## src/hdl/drive_ctl_pkg.sv

```systemverilog
// Package with constants, types and register map for the ramp select and start guard block
`default_nettype none
package drive_ctl_pkg;

   // Register indices on the plain register port
   localparam logic [3:0] ADDR_CTRL   = 4'h0;  // Control: mode, guard enable, reset soft bit
   localparam logic [3:0] ADDR_ACC1   = 4'h1;  // First acceleration step
   localparam logic [3:0] ADDR_DEC1   = 4'h2;  // First deceleration step
   localparam logic [3:0] ADDR_ACC2   = 4'h3;  // Second acceleration step
   localparam logic [3:0] ADDR_DEC2   = 4'h4;  // Second deceleration step
   localparam logic [3:0] ADDR_TARGET = 4'h5;  // Target output frequency
   localparam logic [3:0] ADDR_FREQ   = 4'h6;  // Present output frequency (read only)
   localparam logic [3:0] ADDR_STATUS = 4'h7;  // State and error code (read only)
   localparam logic [3:0] ADDR_IRQ    = 4'h8;  // Sticky event bits, write one to clear
   localparam logic [3:0] ADDR_MASK   = 4'h9;  // Interrupt mask

   // Control register fields
   localparam int CTRL_METHOD_LSB = 0;      // Ramp switching method, two bits
   localparam int CTRL_GUARD_BIT  = 2;      // Start guard enable
   localparam int CTRL_KEY_RESET  = 3;      // Keypad stop/reset key, self clearing

   // Ramp switching method value that selects the input terminal
   localparam logic [1:0] METHOD_TERMINAL = 2'h0;

   // Input function codes, kept for software reference
   localparam logic [7:0] FUNC_RAMP_SELECT = 8'h09;
   localparam logic [7:0] FUNC_START_GUARD = 8'h13;

   // Error code reported in the start guard trip
   localparam logic [7:0] ERR_START_GUARD = 8'h0D;
   localparam logic [7:0] ERR_NONE        = 8'h00;

   // Reset pulse timing
   localparam int  CLK_HZ        = 25_000_000;
   localparam int  RESET_MIN_US  = 12_000;   // 12 ms least pulse
   localparam int  ALARM_CLR_US  = 30_000;   // 30 ms latest alarm clear
   localparam longint RESET_MIN_CYC = (longint'(RESET_MIN_US) * CLK_HZ + 999_999) / 1_000_000;

   // Interrupt event bit positions
   localparam int EV_TRIP  = 0;              // Entered start guard trip
   localparam int EV_CLEAR = 1;              // Trip cleared
   localparam int EV_SEL   = 2;              // Active ramp set changed
   localparam int EV_W     = 3;

   // Drive states, one-hot
   typedef enum logic [3:0] {
      ST_STOP = 4'h1,
      ST_RUN  = 4'h2,
      ST_TRIP = 4'h4,
      ST_COAST = 4'h8
   } drive_state_type;

   // Ramp step set handed to the ramp generator
   typedef struct packed {
      logic [15:0] acc;
      logic [15:0] dec;
   } ramp_set_type;

   // Register port request
   typedef struct packed {
      logic [3:0]  addr;
      logic [31:0] wdata;
      logic        wr;
      logic        rd;
   } reg_req_type;

endpackage : drive_ctl_pkg
`default_nettype wire

```

## src/hdl/ramp_gen.sv

```systemverilog
// Ramp generator: moves output frequency toward target at the given step rates
`timescale 1ns/10ps
`default_nettype none
module ramp_gen #(
   parameter int FW = 16                          // Frequency width
) (
   input  wire logic                       clock,
   input  wire logic                       rst,
   input  wire logic                       enable,   // Running; else decelerate to zero
   input  wire logic                       coast,    // Free run: output drops at once
   input  wire logic [FW-1:0]              target,
   input  wire drive_ctl_pkg::ramp_set_type rates,
   output logic      [FW-1:0]              freq
);
   import drive_ctl_pkg::*;

   logic [FW-1:0] goal;       // Where the ramp heads now
   logic [FW:0]   up_sum;     // Guarded sum against overflow

   assign goal   = enable ? target : '0;
   assign up_sum = {1'b0, freq} + {1'b0, rates.acc[FW-1:0]};

   // Only the step size depends on the rate set, so a set change keeps the
   // present frequency and alters slope from the next cycle on
   always_ff @(posedge clock) begin
      if (rst || coast) begin
         freq <= '0;
      end else if (freq < goal) begin
         freq <= (up_sum[FW-1:0] > goal || up_sum[FW]) ? goal : up_sum[FW-1:0];
      end else if (freq > goal) begin
         freq <= (freq - goal < rates.dec[FW-1:0]) ? goal : freq - rates.dec[FW-1:0];
      end
   end
endmodule : ramp_gen
`default_nettype wire

```

## src/hdl/ramp_guard.sv

```systemverilog
// Top: ramp set selection and unattended start guard for a motor drive
//
// What this block does
// - Select input high uses second ramp set
// - Select input low returns to first set
// - Set change applies at once mid-ramp
// - Select honoured only when method is 00
// - Second-set times are separate settings
// - Guard off: powerup run starts immediately
// - Guard on: powerup run trips, reports error
// - Run off or reset clears guard trip
// - After run-off clear, new run starts
// - Reset clear with run held resumes running
// - Guard still checked after undervoltage reset
// - Reset acts on release, held 12 ms
// - Alarm clears within 30 ms of reset
`timescale 1ns/10ps
`default_nettype none
module ramp_guard #(
   parameter int     FW            = 16,                         // Frequency width
   parameter longint RESET_MIN_CYCLES = drive_ctl_pkg::RESET_MIN_CYC  // Least reset pulse in clocks
) (
   input  wire logic                      clock,
   input  wire logic                      rst,
   input  wire logic                      second_ramp_select,  // Terminal, asynchronous
   input  wire logic                      run_cmd,             // Terminal, asynchronous
   input  wire logic                      reset_input,         // Terminal, asynchronous
   input  wire logic                      undervolt,           // Undervoltage trip, asynchronous
   input  wire drive_ctl_pkg::reg_req_type req,
   output logic      [31:0]               rdata,
   output logic      [FW-1:0]             out_freq,
   output logic                           running,
   output logic                           alarm,
   output logic      [7:0]                err_code,
   output logic                           irq
);
   import drive_ctl_pkg::*;

   localparam int RW = $clog2(RESET_MIN_CYCLES + 1);  // Pulse counter width

   // Synchronisers: first stage feeds only the second stage
   logic [3:0] meta_r;        // First stage
   logic [3:0] sync_r;        // Second stage
   logic sel_in, run_in, rsi_in, uv_in;
   assign sel_in = sync_r[0];
   assign run_in = sync_r[1];
   assign rsi_in = sync_r[2];
   assign uv_in  = sync_r[3];

   // Configuration registers
   logic [1:0]   method_r;     // Ramp switching method
   logic         guard_en_r;   // Start guard enable
   logic         key_reset_r;  // Keypad reset pulse, one cycle
   ramp_set_type set1_r;       // First ramp set
   ramp_set_type set2_r;       // Second ramp set, independent storage
   logic [FW-1:0] target_r;    // Target frequency
   logic [EV_W-1:0] ev_r;      // Sticky events
   logic [EV_W-1:0] mask_r;    // Event mask

   // Drive state
   drive_state_type state_r, state_nxt;
   logic         powerup_r;    // Set until first run decision after reset
   logic [RW-1:0] rs_cnt_r;    // Reset pulse width counter
   logic         rs_prev_r;    // Reset terminal last cycle
   logic         rs_ok;        // Valid reset pulse released
   logic         use_second;   // Second set active
   logic         use_second_r; // Last cycle's selection for event
   logic         trip_evt, clear_evt;
   ramp_set_type rates;
   logic [FW-1:0] freq_w;
   logic         rst_hold;     // Reset terminal held: motor output off

   // Two-flop synchroniser for all terminal inputs
   always_ff @(posedge clock) begin
      if (rst) begin
         meta_r <= 4'h0;
         sync_r <= 4'h0;
      end else begin
         meta_r <= {undervolt, reset_input, run_cmd, second_ramp_select};
         sync_r <= meta_r;
      end
   end

   // Terminal select only counts under terminal method picks set
   assign use_second = (method_r == METHOD_TERMINAL) && sel_in;
   assign rates      = use_second ? set2_r : set1_r;   // Combinational: effect next cycle

   // Reset pulse qualifier: acts on release after a long enough high time
   always_ff @(posedge clock) begin
      if (rst) begin
         rs_cnt_r  <= '0;
         rs_prev_r <= 1'b0;
      end else begin
         rs_prev_r <= rsi_in;
         if (!rsi_in) begin
            rs_cnt_r <= '0;
         end else if (rs_cnt_r != RW'(RESET_MIN_CYCLES)) begin
            rs_cnt_r <= rs_cnt_r + 1'b1;
         end
      end
   end
   // Short pulses are ignored as glitches; a keypad press needs no width
   assign rs_ok    = (rs_prev_r && !rsi_in && rs_cnt_r == RW'(RESET_MIN_CYCLES)) || key_reset_r;
   assign rst_hold = rsi_in;

   // Next state of the drive
   always_comb begin
      state_nxt = state_r;
      case (state_r)
         ST_STOP: begin
            // Powerup and post-undervoltage checks share the guard
            if (run_in && powerup_r && guard_en_r) begin
               state_nxt = ST_TRIP;
            end else if (run_in && !rst_hold) begin
               state_nxt = ST_RUN;
            end
         end
         ST_RUN: begin
            if (uv_in || rst_hold) begin
               state_nxt = ST_COAST;
            end else if (!run_in) begin
               state_nxt = ST_STOP;
            end
         end
         ST_TRIP: begin
            // Reset with run held resumes at once run off clears
            if (rs_ok && run_in) begin
               state_nxt = ST_RUN;
            end else if (rs_ok || !run_in) begin
               state_nxt = ST_STOP;
            end
         end
         ST_COAST: begin
            if (rs_ok) begin
               state_nxt = ST_STOP;
            end
         end
         default: begin
            state_nxt = ST_STOP;
         end
      endcase
   end

   // State register and powerup flag; undervoltage re-arms the guard check
   always_ff @(posedge clock) begin
      if (rst) begin
         state_r   <= ST_STOP;
         powerup_r <= 1'b1;
      end else begin
         state_r <= state_nxt;
         if (uv_in) begin
            powerup_r <= 1'b1;
         end else if (state_r == ST_STOP && state_nxt == ST_STOP && !run_in) begin
            powerup_r <= 1'b0;                               // No run present: guard satisfied
         end else if (state_r == ST_TRIP) begin
            powerup_r <= 1'b0;
         end else if (state_nxt == ST_RUN) begin
            powerup_r <= 1'b0;
         end
      end
   end

   assign trip_evt  = (state_r != ST_TRIP) && (state_nxt == ST_TRIP);
   assign clear_evt = (state_r == ST_TRIP) && (state_nxt != ST_TRIP);

   // Ramp generator; coasting drops output at once
   ramp_gen #(
      .FW (FW)
   ) u_ramp (
      .clock  (clock),
      .rst    (rst),
      .enable (state_r == ST_RUN),
      .coast  (state_r == ST_COAST || state_r == ST_TRIP),
      .target (target_r),
      .rates  (rates),
      .freq   (freq_w)
   );

   // Registered outputs; alarm drops one cycle after the clearing event
   always_ff @(posedge clock) begin
      if (rst) begin
         out_freq <= '0;
         running  <= 1'b0;
         alarm    <= 1'b0;
         err_code <= ERR_NONE;
      end else begin
         out_freq <= freq_w;
         running  <= (state_nxt == ST_RUN);
         alarm    <= (state_nxt == ST_TRIP);
         err_code <= (state_nxt == ST_TRIP) ? ERR_START_GUARD : ERR_NONE;
      end
   end

   // Configuration writes; second set stored apart from the first
   always_ff @(posedge clock) begin
      if (rst) begin
         method_r    <= METHOD_TERMINAL;
         guard_en_r  <= 1'b0;
         key_reset_r <= 1'b0;
         set1_r      <= '0;
         set2_r      <= '0;
         target_r    <= '0;
         mask_r      <= '0;
      end else begin
         key_reset_r <= 1'b0;                                // Self clearing pulse
         if (req.wr) begin
            case (req.addr)
               ADDR_CTRL: begin
                  method_r    <= req.wdata[CTRL_METHOD_LSB +: 2];
                  guard_en_r  <= req.wdata[CTRL_GUARD_BIT];
                  key_reset_r <= req.wdata[CTRL_KEY_RESET];
               end
               ADDR_ACC1:   set1_r.acc <= req.wdata[15:0];
               ADDR_DEC1:   set1_r.dec <= req.wdata[15:0];
               ADDR_ACC2:   set2_r.acc <= req.wdata[15:0];
               ADDR_DEC2:   set2_r.dec <= req.wdata[15:0];
               ADDR_TARGET: target_r   <= req.wdata[FW-1:0];
               ADDR_MASK:   mask_r     <= req.wdata[EV_W-1:0];
               default: begin
               end
            endcase
         end
      end
   end

   // Sticky events: a set in the clearing cycle wins over the clear
   always_ff @(posedge clock) begin
      if (rst) begin
         ev_r         <= '0;
         use_second_r <= 1'b0;
         irq          <= 1'b0;
      end else begin
         use_second_r <= use_second;
         ev_r <= (ev_r & ~((req.wr && req.addr == ADDR_IRQ) ? req.wdata[EV_W-1:0] : '0))
               | {use_second != use_second_r, clear_evt, trip_evt};
         irq  <= |(ev_r & mask_r);
      end
   end

   // Read data, one cycle after the strobe; unmapped reads give zero
   always_ff @(posedge clock) begin
      if (rst) begin
         rdata <= 32'h0;
      end else begin
         rdata <= 32'h0;
         if (req.rd) begin
            case (req.addr)
               ADDR_CTRL:   rdata <= {28'h0, 1'b0, guard_en_r, method_r};
               ADDR_ACC1:   rdata <= {16'h0, set1_r.acc};
               ADDR_DEC1:   rdata <= {16'h0, set1_r.dec};
               ADDR_ACC2:   rdata <= {16'h0, set2_r.acc};
               ADDR_DEC2:   rdata <= {16'h0, set2_r.dec};
               ADDR_TARGET: rdata <= 32'(target_r);
               ADDR_FREQ:   rdata <= 32'(freq_w);
               ADDR_STATUS: rdata <= {16'h0, err_code, 3'h0, use_second, state_r};
               ADDR_IRQ:    rdata <= 32'(ev_r);
               ADDR_MASK:   rdata <= 32'(mask_r);
               default:     rdata <= 32'h0;
            endcase
         end
      end
   end
endmodule : ramp_guard
`default_nettype wire

```

## config.mk

```make
export PLATFORM = sky130hd
export DESIGN_NAME = ramp_guard
export DESIGN_NICKNAME = d
export VERILOG_FILES = /design/src/hdl/drive_ctl_pkg.sv /design/src/hdl/ramp_gen.sv /design/src/hdl/ramp_guard.sv
export SDC_FILE = /design/constraint.sdc
export NUM_CORES = 1
export LEC_CHECK = 0
export ABC_AREA = 0
export BUFFER_PORTS_ARGS = -buffer_cell sky130_fd_sc_hd__buf_2
export CORE_AREA = 2 2 153 305
export DETAILED_ROUTE_END_ITERATION = 10
export DIE_AREA = 0 0 155 307
export PLACE_DENSITY = 0.5
export SLEW_MARGIN = 20
export SYNTH_ARGS = -nofsm -noshare
export SYNTH_HDL_FRONTEND = slang
export SYNTH_HIERARCHICAL = 1
export SYNTH_SLANG_ARGS = --single-unit
```

## constraint.sdc

```tcl
create_clock -name clock -period 6.7 [get_ports clock]
set_input_delay 0.67 -clock clock [delete_from_list [all_inputs] [get_ports clock]]
set_output_delay 0.67 -clock clock [all_outputs]
set_load 0.005 [all_outputs]
```

* After elaboration in Yosys (flattened, before gate mapping) *
Cells that the tools add are included.

word-level totals
  word-level logic and storage cells = 117
  output and inout bits = 59
  bits in registers = 199

cells by class
  add/sub/neg operators = 4
  equal/unequal tests = 21
  reductions and logical operators = 36
  order comparisons = 4
  muxes and demuxes = 20
  bitwise operators = 8

operators with widths
  operator               count
  $pmux 16 s10           1
  $mux 16                5
  $gt 16x16->1           2
  $lt 16x16->1           2
  $mux 32                1
  $mux 4                 8
  $sub 16x16->16         2
  $eq 4x3->1 const B     6
  $add 19x1->19 const B  1
  $eq 19x19->1 const B   1
  $ne 19x19->1 const B   1
  $add 16x16->17         1
  $eq 4x2->1 const B     4
  $pmux 4 s4             1
  $reduce_and 2->1       7
  $eq 4x1->1 const B     3
  $eq 4x4->1 const B     3
  $logic_and 1x1->1      12
  $ne 4x3->1 const B     2
  $and 3x3->3            2
  $logic_or 1x1->1       6
  $reduce_or 2->1        3
  $reduce_or 3->1        2
  $logic_not 4->1        1
  10 further kinds       16

* Depth between registers and ports, before layout *
  word-level depth = 12
  gate-level depth with buffers = 27
  gate-level depth less buffers = 24

* Modules after synthesis *
Netlist, hierarchy kept.

by module, submodules not included
  module      cells each  area each (um2)  instances  sequential area each (um2)
  ramp_guard  846         7,195.7          1          3,183.1
  ramp_gen    540         3,995.1          1          320.3

* Least setup slack after synthesis *
OpenSTA, ideal clock, no wires.

  path type = register -> register
  from = register state_r[0]
  to = register u_ramp.freq[3]
  setup time = 0.070 ns
  cell stages (with the launch flop) = 26
  data required time = 6.630 ns
  setup slack = 1.515 ns
  clock period less this slack = 5.185 ns
  path buffers = 3
  arrival time = 5.115 ns
  cells stage by stage = dfxtp_1 > clkbuf_1 > nand2b_1 > nor3_1 > clkbuf_1 > nand2_1 > ha_1 > a21o_1 > a21oi_1 > o21ai_0 > a31o_2 > a311oi_1 > o31ai_1 > a21oi_1 > xnor2_1 > ha_1 > a21o_1 > a211o_1 > a211oi_1 > o31ai_1 > a31oi_1 > clkbuf_1 > nand3_1 > o311ai_0 > o211ai_1 > a21oi_1

between the ends
  cells in the longest elaborated chain, start to end = 7
  elaborated cells on any way between the ends = 17

ends and longest elaborated chain
  item                    line               source
  from (decl)             ramp_guard.sv:61   drive_state_type state_r, state_nxt;
  from (signal assigned)  ramp_guard.sv:150  state_r <= state_nxt;
  $eq 4x2->1              ramp_guard.sv:172  .enable (state_r == ST_RUN),
  $mux 16                 ramp_gen.sv:20     assign goal = enable ? target : '0;
  $sub 16x16->16          ramp_gen.sv:31     freq <= (freq - goal < rates.dec[FW-1:0]) ? goal : freq - rates.dec[FW-1:0];
  $lt 16x16->1            ramp_gen.sv:31
  $mux 16                 ramp_gen.sv:31
  $mux 16                 ramp_gen.sv:30     end else if (freq > goal) begin
  $mux 16                 ramp_gen.sv:28     end else if (freq < goal) begin
  to (signal assigned)    ramp_gen.sv:29     freq <= (up_sum[FW-1:0] > goal || up_sum[FW]) ? goal : up_sum[FW-1:0];
  to (signal assigned)    ramp_gen.sv:31
  to (decl)               ramp_gen.sv:13     output logic [FW-1:0] freq

Parallel ways exist; a longest one is shown, timed or not. The select of a mux whose other input is x is not followed.
A chain may end at the register's enable or synchronous reset.

* Worst setup path in the final report *
  from = register state_r[1]
  to = register u_ramp.freq[3]

Same word-level chain as after synthesis.

==> metrics.cfg <==
[worst_setup_path]
cpMaxStageDelayCell=dfxtp_1
worst-setup-path-type=flip-flop to flip-flop
max_stage_delay_ns=0.50
crit_path_frequent_cell=a21oi_1
crit_path_start_kind=flip-flop
endpoint_kind=flip-flop
cp_top_family=compound AO/OA/AOI/OAI gates
crit_fanout=30
arrival_ns=6.22
required_ns=7.08
worst-path-buf-inv=3

[run_status]
status=finished, final reports clean

[final_layout]
drive_gt1_share_pct=11.6
antenna_cells=0
layout.nets=1523
stdcell_count=1974
area_growth_pct=10.8

[route]
antenna_left=0
drt-total-wl_microns=36200
drt-pass1-iter-count=7
avgViaCountPerCell=5.08
num_vias=10000
drtIter0Drc=680
drt_drc_violations_left=0
drt-wirelength-per-cell_microns=18.4

[logic_synthesis]
synth.area.top_cells=dfxtp_1 (31%), ha_1 (8.9%), nand2_1 (7.1%)
ys_seq_area_share_pct=31.3
synth_top_area_cell=dfxtp_1
async_reset_ff_share_pct=0
syn_area_sq_mm=0.0112
synth_most_common_cell=nand2_1
syn_inst=1386
synth_top_area_share_pct=31.3
synth_edf_count=0
synth_commonest_cells=nand2_1 (212), dfxtp_1 (175), a21oi_1 (152), ha_1 (80), nor2_1 (73)
yosys_warnings=6
synth-seq-cells=175
synth_flop_cell=dfxtp_1
ys_types=88
syn_avg_cell_area_sq_um=8.07

[floorplanning]
coreArea_sq_mm=0.0454
die_y_microns=307
rows=111
initial_core_util_pct=24.6
die_area_sq_mm=0.0476
fp.dieW_microns=155
num_io_pins=103

[placed_design]
dp_hpwl_microns=26500
dpl.cell_count=1942
gp_congestion=0.855
post-place-ws_ns=0.933
port_buffers=65

[hold_path]
worstHoldPathType=primary input to flip-flop

[sta]
hold_viol_final=0
setup_ws_ns=0.864
fin_crit_ns=5.84
worst_pin_slew_ns=1.11
slew_headroom_pct=25.9
finalClockSkew_ns=0.0119
rsz0062_at_grt=false
fin_worst_hold_slack_ns=0.442
max_freq_ghz=0.171
setup_viol=0
tns_ns=0
slew_violations=0
fin_crit_sh_pct=87.1

[power_and_ir_drop]
p_leak_nw=4.72
power.density_mw_per_mm2=325
vdd_drop_max_mv=0.172

[clock_tree]
h-tree-depth=4
insertion_delay_ns=0.45
cts.clk_slew.worst_paths_ns=0.07
ctsLongestPathBuffers=2
hold_buffers=0
cts_buffers=17
root_buffer=clkbuf_16
cts_num_sinks=175
post_cts_resized=0
post_cts_buffers=0
cts_tree=built

[grt]
grt.overflow.total=0
grt_pass1_wl_microns=55900
grt_pass1_vias=9296
antenna_found_initial=0
track_usage_pct=15.2
grt_start_max_net_pins=78

[job]
cap_viol_max_count=0

==> cells by family (layout without fill, tap and decap cells) <==
| family | after synthesis | in the layout | share of synthesized area [%] |
|---|---|---|---|
| simple gates | 485 | 485 | 21.0 |
| compound gates | 380 | 380 | 21.9 |
| flops | 175 | 175 | 31.3 |
| buf+inv | 152 | 155 | 6.62 |
| fa+ha+maj | 83 | 83 | 9.48 |
| mux | 63 | 63 | 6.05 |
| xor+xnor | 47 | 47 | 3.68 |
| other cells | 1 | 21 | 0.0335 |
==> final timing paths <==
path,slack [ns],cells after the start,endpoint,startpoint
worst max-delay path,0.86,25,u_ramp/freq[3]$_SDFFE_PP0P_,state_r[1]$_SDFF_PP0_
worst min-delay path,0.44,2,meta_r[3]$_SDFF_PP0_,undervolt
worst max register to register,0.86,25,u_ramp/freq[3]$_SDFFE_PP0P_,state_r[1]$_SDFF_PP0_
worst min register to register,0.44,1,sync_r[2]$_SDFF_PP0_,meta_r[2]$_SDFF_PP0_
==> routing by layer <==
| metal | routed length (microns) | share of wire [%] | global-route usage [%] | vias to the layer above |
|---|---|---|---|---|
| met1 | 16500 | 46 | 20.4 | 4750 |
| met3 | 1760 | 4.9 | 2.18 | 36 |
| met4 | 967 | 2.7 | 5.43 | 0 |
| met5 | 0 | 0 | 0 | - |
| met2 | 17000 | 47 | 24.8 | 293 |
| li1 | - | - | - | 4943 |
==> layout by cell type, fill, tap and decap left out, types with 19 or more instances in the layout <==
master   instances
nor2b_1         40
nand3_1         33
inv_1           47
nand4_1         25
ha_1            80
buf_2           64
xnor2_1         33
conb_1          21
nand2_1        212
a31oi_1         22
a21oi_1        151
a21o_1          19
nor2_1          73
dfxtp_1        175
mux2i_1         26
mux2_2          35
o21ai_0         49
nor3_1          22
==> power by group <==
group | switching (mW) | leakage (nW) | internal (mW)
clock network | 0.455 | 0.276 | 0.536
logic | 1.10 | 3.03 | 0.747
registers | 0.0888 | 1.42 | 1.10
==> metrics by stage <==
| step | cell area [sq um] | util [%] | total power [mW] |
|---|---|---|---|
| after floorplan | 11300 | - | 2.59 |
| after global placement | 11800 | 26.1 | 3.02 |
| after detailed placement | 11800 | 26.1 | 3.02 |
| after CTS | 12400 | 27.3 | 4.03 |
| after global routing | 12400 | 27.3 | 4.31 |
| final | 12400 | 27.3 | 4.03 |
==> final cells by class <==
| type | count | area [sq um] |
|---|---|---|
| clock inverter | 11 | 106 |
| sequential | 175 | 3500 |
| tap | 565 | 707 |
| fill | 4903 | 33000 |
| clock buffer | 21 | 460 |
| inverter | 48 | 180 |
| multi-input combinational | 1079 | 7040 |
| timing repair buffer | 75 | 403 |
==> state kept, by name, summed over array words and instances, names as in the netlist <==
register	count
target_r	16
rs_cnt_r	19
rs_prev_r	1
state_r	4
out_freq	16
use_second_r	1
meta_r	4
set2_r	32
guard_en_r	1
key_reset_r	1
running	1
sync_r	4
set1_r	32
ev_r	3
method_r	2
err_code	1
rdata	16
mask_r	3
u_ramp/freq	16
irq	1
powerup_r	1
No activity file was read; power rests on OpenSTA's default activity.
